===== src/design/aobcs_pkg.sv =====
// package: register map, fields and timing for the output buffer control reg
package aobcs_pkg;
    localparam logic [7:0]  AOBCS_OFF_CTRL  = 8'h3c;
    localparam logic [31:0] AOBCS_RST_VAL   = 32'h0000_1043;
    localparam int B_CH0      = 0;
    localparam int B_CH1      = 1;
    localparam int B_CLK_SRC  = 4;
    localparam int B_CLK_EN   = 5;
    localparam int B_CLK_RDY  = 6;
    localparam int B_SW_CLK   = 7;
    localparam int B_CIRC     = 8;
    localparam int B_LD_REQ   = 9;
    localparam int B_LD_RDY   = 10;
    localparam int B_CLR      = 11;
    localparam int B_EMPTY    = 12;
    localparam int B_THRESH   = 13;
    localparam int B_FULL     = 15;
    localparam int B_OVF      = 16;
    localparam int B_FOVF     = 17;
    localparam int B_BRST_RDY = 18;
    localparam int B_BRST_EN  = 19;
    localparam int B_SW_TRIG  = 20;
    localparam int B_DMA_SWAP = 21;
    localparam logic [31:0] AOBCS_RW_MASK = 32'h003b_0bb3;
    localparam int CLK_NS        = 25;
    localparam int PULSE_NS      = 100;
    localparam int PULSE_CYC     = (PULSE_NS + CLK_NS - 1) / CLK_NS;
endpackage


===== src/design/aobcs_ctrl.sv =====
// output buffer control/status register and its clock and flag logic
`timescale 1ns/1ps
module aobcs_ctrl
    import aobcs_pkg::*;
#(
    parameter int ADDR_W = 8
) (
    // clock and reset
    input  wire logic              i_clk,
    input  wire logic              i_rst_n,
    // register port
    input  wire logic [ADDR_W-1:0] i_addr,
    input  wire logic              i_wr,
    input  wire logic [31:0]       i_wdata,
    output logic      [31:0]       o_rdata,
    // buffer status from the fifo datapath, plus rate tick and bcr software clock/trigger
    input  wire logic              i_buf_empty,
    input  wire logic              i_buf_full,
    input  wire logic              i_buf_thresh,
    input  wire logic              i_frame_idx_zero,
    input  wire logic              i_host_buf_wr,
    input  wire logic              i_burst_ready,
    input  wire logic              i_ratec_tick,
    input  wire logic              i_bcr_sw_clk,
    input  wire logic              i_bcr_sw_trig,
    // controls to the datapath
    output logic      [1:0]        o_ch_active,
    output logic                   o_buf_clock,
    output logic                   o_buf_clear,
    output logic                   o_host_wr_accept,
    output logic                   o_circular,
    output logic                   o_load_ready,
    output logic                   o_burst_en,
    output logic                   o_trigger,
    output logic                   o_dma_swap,
    // bidirectional output clock pin
    input  wire logic              i_oclk_pin,
    output logic                   o_oclk_pin,
    output logic                   o_oclk_oe
);
    // refuse sizes that the decoder and the pulse counter cannot serve
    if (ADDR_W < 8) begin : g_addr_chk
        $error("ADDR_W too small for the register offset");
    end
    if (PULSE_CYC < 1 || PULSE_CYC > 7) begin : g_pulse_chk
        $error("pulse length does not fit its counter");
    end

    logic [31:0] ctl_q;
    logic        ld_rdy_q;
    logic        pin_q;
    logic [2:0]  pulse_cnt_q;
    logic        sel_wr;
    logic        clk_evt;
    logic        ext_fall;

    assign sel_wr = i_wr && (i_addr == ADDR_W'(AOBCS_OFF_CTRL));
    // falling edge of pin in target mode; generator ignored then
    assign ext_fall = pin_q && !i_oclk_pin;
    assign clk_evt = (ctl_q[B_CLK_SRC] ? i_ratec_tick : ext_fall);
    // software clock bypasses source selection and enable
    assign o_buf_clock = (clk_evt && ctl_q[B_CLK_EN])
                       || ctl_q[B_SW_CLK] || i_bcr_sw_clk;

    always_ff @(posedge i_clk or negedge i_rst_n) begin
        if (!i_rst_n) begin
            pin_q <= 1'b1;
        end else begin
            pin_q <= i_oclk_pin;
        end
    end

    // control bits; pulses self-clear after one cycle
    always_ff @(posedge i_clk or negedge i_rst_n) begin
        if (!i_rst_n) begin
            ctl_q <= AOBCS_RST_VAL & AOBCS_RW_MASK;
        end else begin
            if (sel_wr) begin
                ctl_q <= i_wdata & AOBCS_RW_MASK;
                // overflow flags: writing one cannot set or keep-clear
                ctl_q[B_OVF]  <= ctl_q[B_OVF] & i_wdata[B_OVF];
                ctl_q[B_FOVF] <= ctl_q[B_FOVF] & i_wdata[B_FOVF];
            end else begin
                ctl_q[B_SW_CLK]  <= 1'b0;
                ctl_q[B_CLR]     <= 1'b0;
                ctl_q[B_SW_TRIG] <= 1'b0;
                if (ld_rdy_q) begin
                    ctl_q[B_LD_REQ] <= 1'b0;
                end
            end
            // set wins over a same-cycle clear
            if (i_host_buf_wr && i_buf_full) begin
                ctl_q[B_OVF] <= 1'b1;
            end
            if (i_host_buf_wr && ctl_q[B_CIRC]) begin
                ctl_q[B_FOVF] <= 1'b1;
            end
        end
    end

    // reload handshake; ready drops with open mode and stays after the request clears
    always_ff @(posedge i_clk or negedge i_rst_n) begin
        if (!i_rst_n) begin
            ld_rdy_q <= 1'b0;
        end else if (!ctl_q[B_CIRC]) begin
            ld_rdy_q <= 1'b0;
        end else if (ctl_q[B_LD_REQ] && i_frame_idx_zero) begin
            ld_rdy_q <= 1'b1;
        end else if (sel_wr && !i_wdata[B_CIRC]) begin
            ld_rdy_q <= 1'b0;
        end
    end

    // initiator pulse: low for the stretch of PULSE_CYC cycles
    always_ff @(posedge i_clk or negedge i_rst_n) begin
        if (!i_rst_n) begin
            pulse_cnt_q <= 3'h0;
        end else if (o_buf_clock && ctl_q[B_CLK_SRC]) begin
            pulse_cnt_q <= 3'(PULSE_CYC);
        end else if (pulse_cnt_q != 3'h0) begin
            pulse_cnt_q <= pulse_cnt_q - 3'h1;
        end
    end
    assign o_oclk_oe  = ctl_q[B_CLK_SRC];
    assign o_oclk_pin = (pulse_cnt_q == 3'h0);

    // datapath holds inactive channel values; mask is all it needs
    assign o_ch_active = ctl_q[B_CH1:B_CH0];
    assign o_buf_clear = ctl_q[B_CLR];
    assign o_circular  = ctl_q[B_CIRC];
    // full or closed buffer refuses host data
    assign o_host_wr_accept = !i_buf_full && !ctl_q[B_CIRC];
    assign o_load_ready = ld_rdy_q;
    assign o_burst_en  = ctl_q[B_BRST_EN];
    assign o_trigger   = ctl_q[B_SW_TRIG] || i_bcr_sw_trig;
    assign o_dma_swap  = ctl_q[B_DMA_SWAP];

    always_comb begin
        o_rdata = ctl_q;
        // no clock is ever refused by this path, so ready stands high
        o_rdata[B_CLK_RDY]  = 1'b1;
        o_rdata[B_LD_RDY]   = ld_rdy_q;
        o_rdata[B_EMPTY]    = i_buf_empty;
        o_rdata[B_THRESH]   = i_buf_thresh;
        o_rdata[B_FULL]     = i_buf_full;
        o_rdata[B_BRST_RDY] = i_burst_ready && ctl_q[B_BRST_EN];
        if (i_addr != ADDR_W'(AOBCS_OFF_CTRL)) begin
            o_rdata = 32'h0000_0000;
        end
    end

    property p_ovf_sticky;
        @(posedge i_clk) disable iff (!i_rst_n)
        ctl_q[B_OVF] && !(sel_wr && !i_wdata[B_OVF]) |=> ctl_q[B_OVF];
    endproperty
    a_ovf_sticky: assert property (p_ovf_sticky)
        else $error("overflow flag lost");
    property p_ovf_set;
        @(posedge i_clk) disable iff (!i_rst_n)
        i_host_buf_wr && i_buf_full |=> ctl_q[B_OVF];
    endproperty
    a_ovf_set: assert property (p_ovf_set)
        else $error("overflow not set");
    property p_fovf_set;
        @(posedge i_clk) disable iff (!i_rst_n)
        i_host_buf_wr && ctl_q[B_CIRC] |=> ctl_q[B_FOVF];
    endproperty
    a_fovf_set: assert property (p_fovf_set)
        else $error("frame overflow not set");
    property p_swclk_once;
        @(posedge i_clk) disable iff (!i_rst_n)
        ctl_q[B_SW_CLK] && !sel_wr |=> !ctl_q[B_SW_CLK];
    endproperty
    a_swclk_once: assert property (p_swclk_once)
        else $error("soft clock did not clear");
    property p_no_clk_disabled;
        @(posedge i_clk) disable iff (!i_rst_n)
        !ctl_q[B_CLK_EN] && !ctl_q[B_SW_CLK] && !i_bcr_sw_clk
            |-> !o_buf_clock;
    endproperty
    a_no_clk_disabled: assert property (p_no_clk_disabled)
        else $error("clock passed while disabled");
    property p_pulse_len;
        @(posedge i_clk) disable iff (!i_rst_n)
        o_buf_clock && ctl_q[B_CLK_SRC] |=> !o_oclk_pin [*4];
    endproperty
    a_pulse_len: assert property (p_pulse_len)
        else $error("initiator pulse too short");
    property p_ldrdy;
        @(posedge i_clk) disable iff (!i_rst_n)
        ctl_q[B_CIRC] && ctl_q[B_LD_REQ] && i_frame_idx_zero |=> ld_rdy_q;
    endproperty
    a_ldrdy: assert property (p_ldrdy)
        else $error("load ready missing");
    property p_reject_full;
        @(posedge i_clk) disable iff (!i_rst_n)
        i_buf_full |-> !o_host_wr_accept;
    endproperty
    a_reject_full: assert property (p_reject_full)
        else $error("full buffer accepted data");
    property p_trig_clear;
        @(posedge i_clk) disable iff (!i_rst_n)
        ctl_q[B_SW_TRIG] && !sel_wr |=> !ctl_q[B_SW_TRIG];
    endproperty
    a_trig_clear: assert property (p_trig_clear)
        else $error("soft trigger did not clear");
    property p_fovf_sticky;
        @(posedge i_clk) disable iff (!i_rst_n)
        ctl_q[B_FOVF] && !(sel_wr && !i_wdata[B_FOVF]) |=> ctl_q[B_FOVF];
    endproperty
    a_fovf_sticky: assert property (p_fovf_sticky)
        else $error("frame overflow flag lost");
    property p_ovf_no_set_by_write;
        @(posedge i_clk) disable iff (!i_rst_n)
        !ctl_q[B_OVF] && sel_wr && !(i_host_buf_wr && i_buf_full)
            |=> !ctl_q[B_OVF];
    endproperty
    a_ovf_no_set_by_write: assert property (p_ovf_no_set_by_write)
        else $error("overflow flag set by a register write");
    property p_clr_once;
        @(posedge i_clk) disable iff (!i_rst_n)
        ctl_q[B_CLR] && !sel_wr |=> !ctl_q[B_CLR];
    endproperty
    a_clr_once: assert property (p_clr_once)
        else $error("buffer clear did not clear");
    property p_ldreq_drop;
        @(posedge i_clk) disable iff (!i_rst_n)
        ctl_q[B_LD_REQ] && ld_rdy_q && !sel_wr |=> !ctl_q[B_LD_REQ];
    endproperty
    a_ldreq_drop: assert property (p_ldreq_drop)
        else $error("load request stayed after ready");
    property p_swclk_out;
        @(posedge i_clk) disable iff (!i_rst_n)
        ctl_q[B_SW_CLK] |-> o_buf_clock;
    endproperty
    a_swclk_out: assert property (p_swclk_out)
        else $error("soft clock gave no buffer clock");
    property p_ext_clk;
        @(posedge i_clk) disable iff (!i_rst_n)
        !ctl_q[B_CLK_SRC] && ctl_q[B_CLK_EN] && ext_fall |-> o_buf_clock;
    endproperty
    a_ext_clk: assert property (p_ext_clk)
        else $error("pin falling edge gave no clock");
    property p_gen_ignored;
        @(posedge i_clk) disable iff (!i_rst_n)
        !ctl_q[B_CLK_SRC] && i_ratec_tick && !ext_fall && !ctl_q[B_SW_CLK]
            && !i_bcr_sw_clk |-> !o_buf_clock;
    endproperty
    a_gen_ignored: assert property (p_gen_ignored)
        else $error("generator clocked buffer in target mode");
    property p_rsv_zero;
        @(posedge i_clk) disable iff (!i_rst_n)
        o_rdata[31:B_DMA_SWAP+1] == '0 && !o_rdata[B_FULL-1]
            && o_rdata[B_CLK_SRC-1:B_CH1+1] == '0;
    endproperty
    a_rsv_zero: assert property (p_rsv_zero)
        else $error("reserved bit read nonzero");
    property p_status_shown;
        @(posedge i_clk) disable iff (!i_rst_n)
        i_addr == ADDR_W'(AOBCS_OFF_CTRL)
            |-> o_rdata[B_EMPTY] == i_buf_empty
            && o_rdata[B_FULL] == i_buf_full
            && o_rdata[B_THRESH] == i_buf_thresh;
    endproperty
    a_status_shown: assert property (p_status_shown)
        else $error("buffer status not shown");
    property p_burst_rdy;
        @(posedge i_clk) disable iff (!i_rst_n)
        !ctl_q[B_BRST_EN] |-> !o_rdata[B_BRST_RDY];
    endproperty
    a_burst_rdy: assert property (p_burst_rdy)
        else $error("burst ready without burst enable");
    property p_trig_out;
        @(posedge i_clk) disable iff (!i_rst_n)
        ctl_q[B_SW_TRIG] |-> o_trigger;
    endproperty
    a_trig_out: assert property (p_trig_out)
        else $error("soft trigger gave no trigger");
    c_ext_clk: cover property (@(posedge i_clk) ext_fall && o_buf_clock);
    c_ovf: cover property (@(posedge i_clk) ctl_q[B_OVF]);
    c_ldrdy: cover property (@(posedge i_clk) $rose(ld_rdy_q));
    c_fovf: cover property (@(posedge i_clk) ctl_q[B_FOVF]);
    c_int_pulse: cover property (@(posedge i_clk)
        o_buf_clock && ctl_q[B_CLK_SRC]);
endmodule


===== config.mk =====
export PLATFORM = sky130hd
export DESIGN_NAME = aobcs_ctrl
export DESIGN_NICKNAME = d
export VERILOG_FILES = /design/src/design/aobcs_pkg.sv /design/src/design/aobcs_ctrl.sv
export SDC_FILE = /design/constraint.sdc
export NUM_CORES = 1
export LEC_CHECK = 0
export BUFFER_PORTS_ARGS = -buffer_cell sky130_fd_sc_hd__buf_2
export CAP_MARGIN = 20
export CORE_UTILIZATION = 35
export CTS_BUF_LIST = sky130_fd_sc_hd__clkbuf_8
export CTS_CLUSTER_DIAMETER = 200
export DETAILED_ROUTE_END_ITERATION = 16
export GPL_ROUTABILITY_DRIVEN = 0
export HOLD_SLACK_MARGIN = 0.03
export PLACE_DENSITY_LB_ADDON = 0.05
export SYNTH_ARGS = -nofsm -noshare
export SYNTH_HDL_FRONTEND = slang
export SYNTH_SLANG_ARGS = --single-unit
export TNS_END_PERCENT = 30

===== constraint.sdc =====
create_clock -name i_clk -period 1.18 [get_ports i_clk]
set_input_delay 0.118 -clock i_clk [delete_from_list [all_inputs] [get_ports i_clk]]
set_output_delay 0.118 -clock i_clk [all_outputs]
set_load 0.02 [all_outputs]

### Word-level counts from Yosys, hierarchy flattened

Index checks and enable logic that the tools add are counted.
W data, S select, Z words.

* register bits after elaboration: 18
* input bits: 53
* output and inout port bits: 44
* word-level logic and storage cells: 52

* add/subtract/negate cells: 1
* eq/ne operators: 3
* multiplexer cells: 15
* bitwise operators: 2
* reductions and logical operators: 23

Operators with widths (number)
* $mux W22: 1
* $mux W1: 11
* $logic_and A1 B1 Y1: 10
* $eq A8 B6 Y1 const B: 1
* $ne A8 B6 Y1 const B: 1
* $reduce_bool A2 Y1: 4
* $mux W3: 2
* $mux W6: 1
* $logic_not A1 Y1: 4
* $logic_not A3 Y1: 1
* $logic_or A1 B1 Y1: 3
* $ne A3 B1 Y1 const B: 1
* $reduce_bool A3 Y1: 1
* $sub A3 B1 Y3 const B: 1
* $and A1 B1 Y1: 2

### Depth between registers and ports, before layout

* depth in word-level cells: 8
* mapped depth: 5
* mapped depth without buffers: 5

### Least setup slack after synthesis

No wires, ideal clock.

* path kind: register to register
* from: register pulse_cnt_q[0]
* to: register pulse_cnt_q[1]
* setup time: 0.104 ns
* arrival: 1.337 ns
* data required time: 1.076 ns
* slack: -0.261 ns
* cell stages (with the launch flop): 6
* path buffers: 0
* clock period less this slack: 1.441 ns
* cells stage by stage: dfrtp_1 > inv_1 > ha_1 > nor2b_1 > nor2b_1 > a221oi_1

* cells in the longest elaborated chain, start to end: 3
* elaborated cells on any way between the ends: 5
* classes of those cells: add/sub: 1; mux: 2; reduce/logical: 2

RTL lines
* from (decl): line aobcs_ctrl.sv:52 `logic [2:0] pulse_cnt_q;`
* from (signal assigned): line aobcs_ctrl.sv:119 `pulse_cnt_q <= 3'(PULSE_CYC);`
* from (signal assigned): line aobcs_ctrl.sv:121 `pulse_cnt_q <= pulse_cnt_q - 3'h1;`
* $sub A3 B1 Y3: line aobcs_ctrl.sv:121
* $mux W3: line aobcs_ctrl.sv:120 `end else if (pulse_cnt_q != 3'h0) begin`
* $mux W3: line aobcs_ctrl.sv:118 `end else if (o_buf_clock && ctl_q[B_CLK_SRC]) begin`

Several ways; a longest one is shown, not always the timed one. The select of a mux whose other input is x is not followed.
A chain may end at the register's enable or synchronous reset.

### Worst setup path in the final report

* from: register ctl_q[5]
* to: output port o_buf_clock

* cells in the longest elaborated chain, start to end: 3

RTL lines
* from (decl): line aobcs_ctrl.sv:49 `logic [31:0] ctl_q;`
* from (signal assigned): line aobcs_ctrl.sv:76 `ctl_q <= AOBCS_RST_VAL & AOBCS_RW_MASK;`
* from (signal assigned): line aobcs_ctrl.sv:79 `ctl_q <= i_wdata & AOBCS_RW_MASK;`
* from (signal, indexed assignment): line aobcs_ctrl.sv:81 `ctl_q[B_OVF] <= ctl_q[B_OVF] & i_wdata[B_OVF];`
* $logic_and A1 B1 Y1: line aobcs_ctrl.sv:62 `assign o_buf_clock = (clk_evt && ctl_q[B_CLK_EN])`
* $logic_or A1 B1 Y1 (2 in series): line aobcs_ctrl.sv:63 `|| ctl_q[B_SW_CLK] || i_bcr_sw_clk;`
* to (decl): line aobcs_ctrl.sv:28 `output logic o_buf_clock,`

Every way passes these cells.

==> metrics.md <==
| Metric | Value |
|---|---|
| Status | finished with violations |
| Failing checks | DRC, setup timing |
| H-tree levels | 1 |
| Fillcell total | 256 |
| Largest net degree at the start of global routing | 19 |
| Final setup fails | 10 |
| Total power | 2.00 mW |
| Mapped Cells | 99 |
| Die Span Y | 57.8 um |
| Dpl cell area | 1420 sq um |
| Crit path to | o_buf_clock |
| Sequential share of the synthesized area | 0.417 |
| Reg2reg setup slack | -90 ps |
| Final Cell Area | 1680 sq um |
| Fmax | 749 MHz |
| RSZ-0062 raised after global routing | yes |
| Hold Path Class | in -> reg |
| Ports | 97 |
| Crit path kind | reg -> out |
| Die area | 3340 sq um |
| Nets | 233 |
| Antenna Nets Post-Route | 0 |
| Placement Rows | 19 |
| Critical R2R Launch | ctl_q[5] |
| Commonest cells in the netlist | and3_1 (20), buf_4 (16), dfrtp_1 (15) |
| Vias in the first global route | 892 |
| # Max-Cap Violations | 0 |
| Hold Crit Depth | 2 |
| Routed wl met3 | 181 um |
| Cell family with the largest share of critical-path delay | flip-flops |
| Area growth syn-to-layout | 54.5% |
| Most common cell in the netlist | and3_1 |
| Port Buffers | 64 |
| Worst setup margin | -155 ps |
| WP data required | 1060 ps |
| Yosys warnings | 0 |
| Syn avg cell area | 11.0 sq um |
| Root Buffer | clkbuf_8 |
| Worst reg-to-reg path cell count | 3 |
| Min Tclk post-route | 1340 ps |
| DRT iter0 DRCs | 22 |
| Prevailing post-synth register cell | dfrtp_1 |
| Setup crit start | ctl_q[5] |
| Vias per cell | 4.68 |
| First-pass GRT wire length | 4000 um |
| CP Launch Type | register |
| Hold path startpoint | i_wdata[5] |
| Fin cells | 208 |
| Async set-or-reset flop fraction in the synthesized netlist | 1.00 |
| Slew Limit Fails | 0 |
| Tcrit/Tclk final | 1.13 |
| Critical path, cell by cell | buf_4 > a211o_1 > buf_6 |
| Total core area | 2850 sq um |
| Cell Pwr Density | 1190 nW/um^2 |
| Half-perimeter wire length after placement | 1910 um |
| Worst VDD drop | 0.604 mV |
| Setup Skew | 6.18 ps |
| Die X | 57.8 um |
| Avg WL per Cell | 12.7 um |
| Syn Std Cell Area | 1090 sq um |
| Highest metal used | met4 |
| Largest cells by area after synthesis | dfrtp_1 (34%), and3_1 (11%), buf_4 (11%), mux2_4 (11%), dfstp_2 (7.2%) |
| Via Count | 974 |
| FF-to-FF End | pulse_cnt_q[2] |
| Placement Setup Slack | -116 ps |
| Routed WL | 2630 um |
| Endpoints failing hold | 0 |
| Total global-route track usage | 0.160 |
| Fraction of layout cells with a size suffix above 1 | 0.605 |
| Util after Layout | 0.589 |
| WL met2 | 1280 um |
| Post-synth cell types | 27 |
| CTS Buffer Depth | 2 |
| Largest stage delay, worst path | 390 ps |
| CTS Sinks | 18 |
| Flops & latches, synth | 18 |
| Residual DRC count | 3 |
| Instance count on the critical path | 3 |
| Critical path's slowest cell | dfrtp_1 |
| Num CTS Buffers | 3 |
| Starting Density | 0.382 |
| Critical Path Sink Type | output pin |
| Reg clk slew, reported paths | 70 ps |
| First-pass DRT Iterations | 10 |
| Post-synth EDFFs | 0 |
| Largest area contributor in the netlist | dfrtp_1 |
| M1 WL | 1140 um |
| Insertion delay to the later sink of the worst-skew pair | 260 ps |
| Area share of the largest cell type after synthesis | 0.345 |
| CP bufs+invs | 2 |
| Max FO, Critical Path | 3 |
| LEAKAGE | 0.990 nW |
| Antenna violations before repair | 0 |
| CTS tree | done |
| Total gr overflow | 0 |
| Placed Instances | 194 |
| Crit path arrival time | 1220 ps |
| Diode count | 0 |
through the flow:
stage                     hold slack [ps]  setup TNS (ps)
after global placement               69.8           -1280
after CTS                            84.4            -642
after global routing                 84.7           -1180
final                                90.5            -526
after floorplan                      -178           -6.21
after detailed placement             69.4           -1730
cell usage in the layout, fill, tap and decap left out, types with 2 or more instances in the layout:
cell type       n
a211o_1         2
dfrtp_1        14
and3_4          3
nor2_1          2
dfstp_2         3
conb_1         13
buf_6          16
clkbuf_8        4
and3_1         17
buf_4          13
buf_2          50
mux2_4          8
a22o_1          2
dlygate4sd3_1   2
nor2b_1         3
inv_2           2
a21oi_1         3
a21o_1          2
state kept, by name, indices dropped and copies added, names as in the netlist:
signal        cells
pulse_cnt_q       3
o_load_ready      1
pin_q             1
ctl_q            13
layer usage:
| layer | track usage | up-vias |
|---|---|---|
| li1 | - | 476 |
| met1 | 0.199 | 449 |
| met2 | 0.266 | 44 |
| met3 | 0.0446 | 5 |
| met4 | 0.0612 | 0 |
| met5 | 0 | - |
cell type report:
type / instances / area (sq um) / area share
Timing Repair Buffer: 81 / 548 / 0.326
Sequential cell: 18 / 455 / 0.271
Multi-Input combinational cell: 71 / 573 / 0.341
Tap cell: 31 / 38.8 / 0.0231
Clock buffer: 4 / 55.1 / 0.0327
Inverter: 3 / 11.3 / 0.00670
logic make-up (layout without fill, tap and decap cells):
family / count (synthesis) / count (layout) / synth area share
AOI/OAI and AO/OA: 13 / 13 / 0.0897
buffers and inverters: 22 / 88 / 0.138
xor gates and xnor gates: 1 / 1 / 0.00805
adders and majority gates: 2 / 2 / 0.0230
other: 1 / 13 / 0.00344
muxes: 8 / 8 / 0.110
DFF: 18 / 18 / 0.417
and+or+nand+nor: 34 / 34 / 0.210
worst min-delay path by stage:
stage	to	slack [ps]
6_report	ctl_q[5]	90
5_1_grt	ctl_q[0]	80
4_1_cts	ctl_q[5]	80
3_5_place_dp	pulse_cnt_q[2]	70
3_3_place_gp	pulse_cnt_q[2]	70
2_1_floorplan	ctl_q[11]	-180
power breakdown:
part           switching, mW  total (mW)  internal [mW]
sequential            0.0492       0.742          0.693
combinational          0.336       0.753          0.417
clock                  0.209       0.506          0.297
total                  0.594        2.00           1.41
what timing repair did:
item / in CTS / in global routing
gates resized for setup: 24 / 16
pin swaps: 4 / 3
buffers inserted: 4 / 4
setup endpoints to repair: 17 / 18
hold buffers: 2 / 0
endpoints found under the hold margin: 16 / 0
Note: power is estimated with default switching activity, not from simulation.
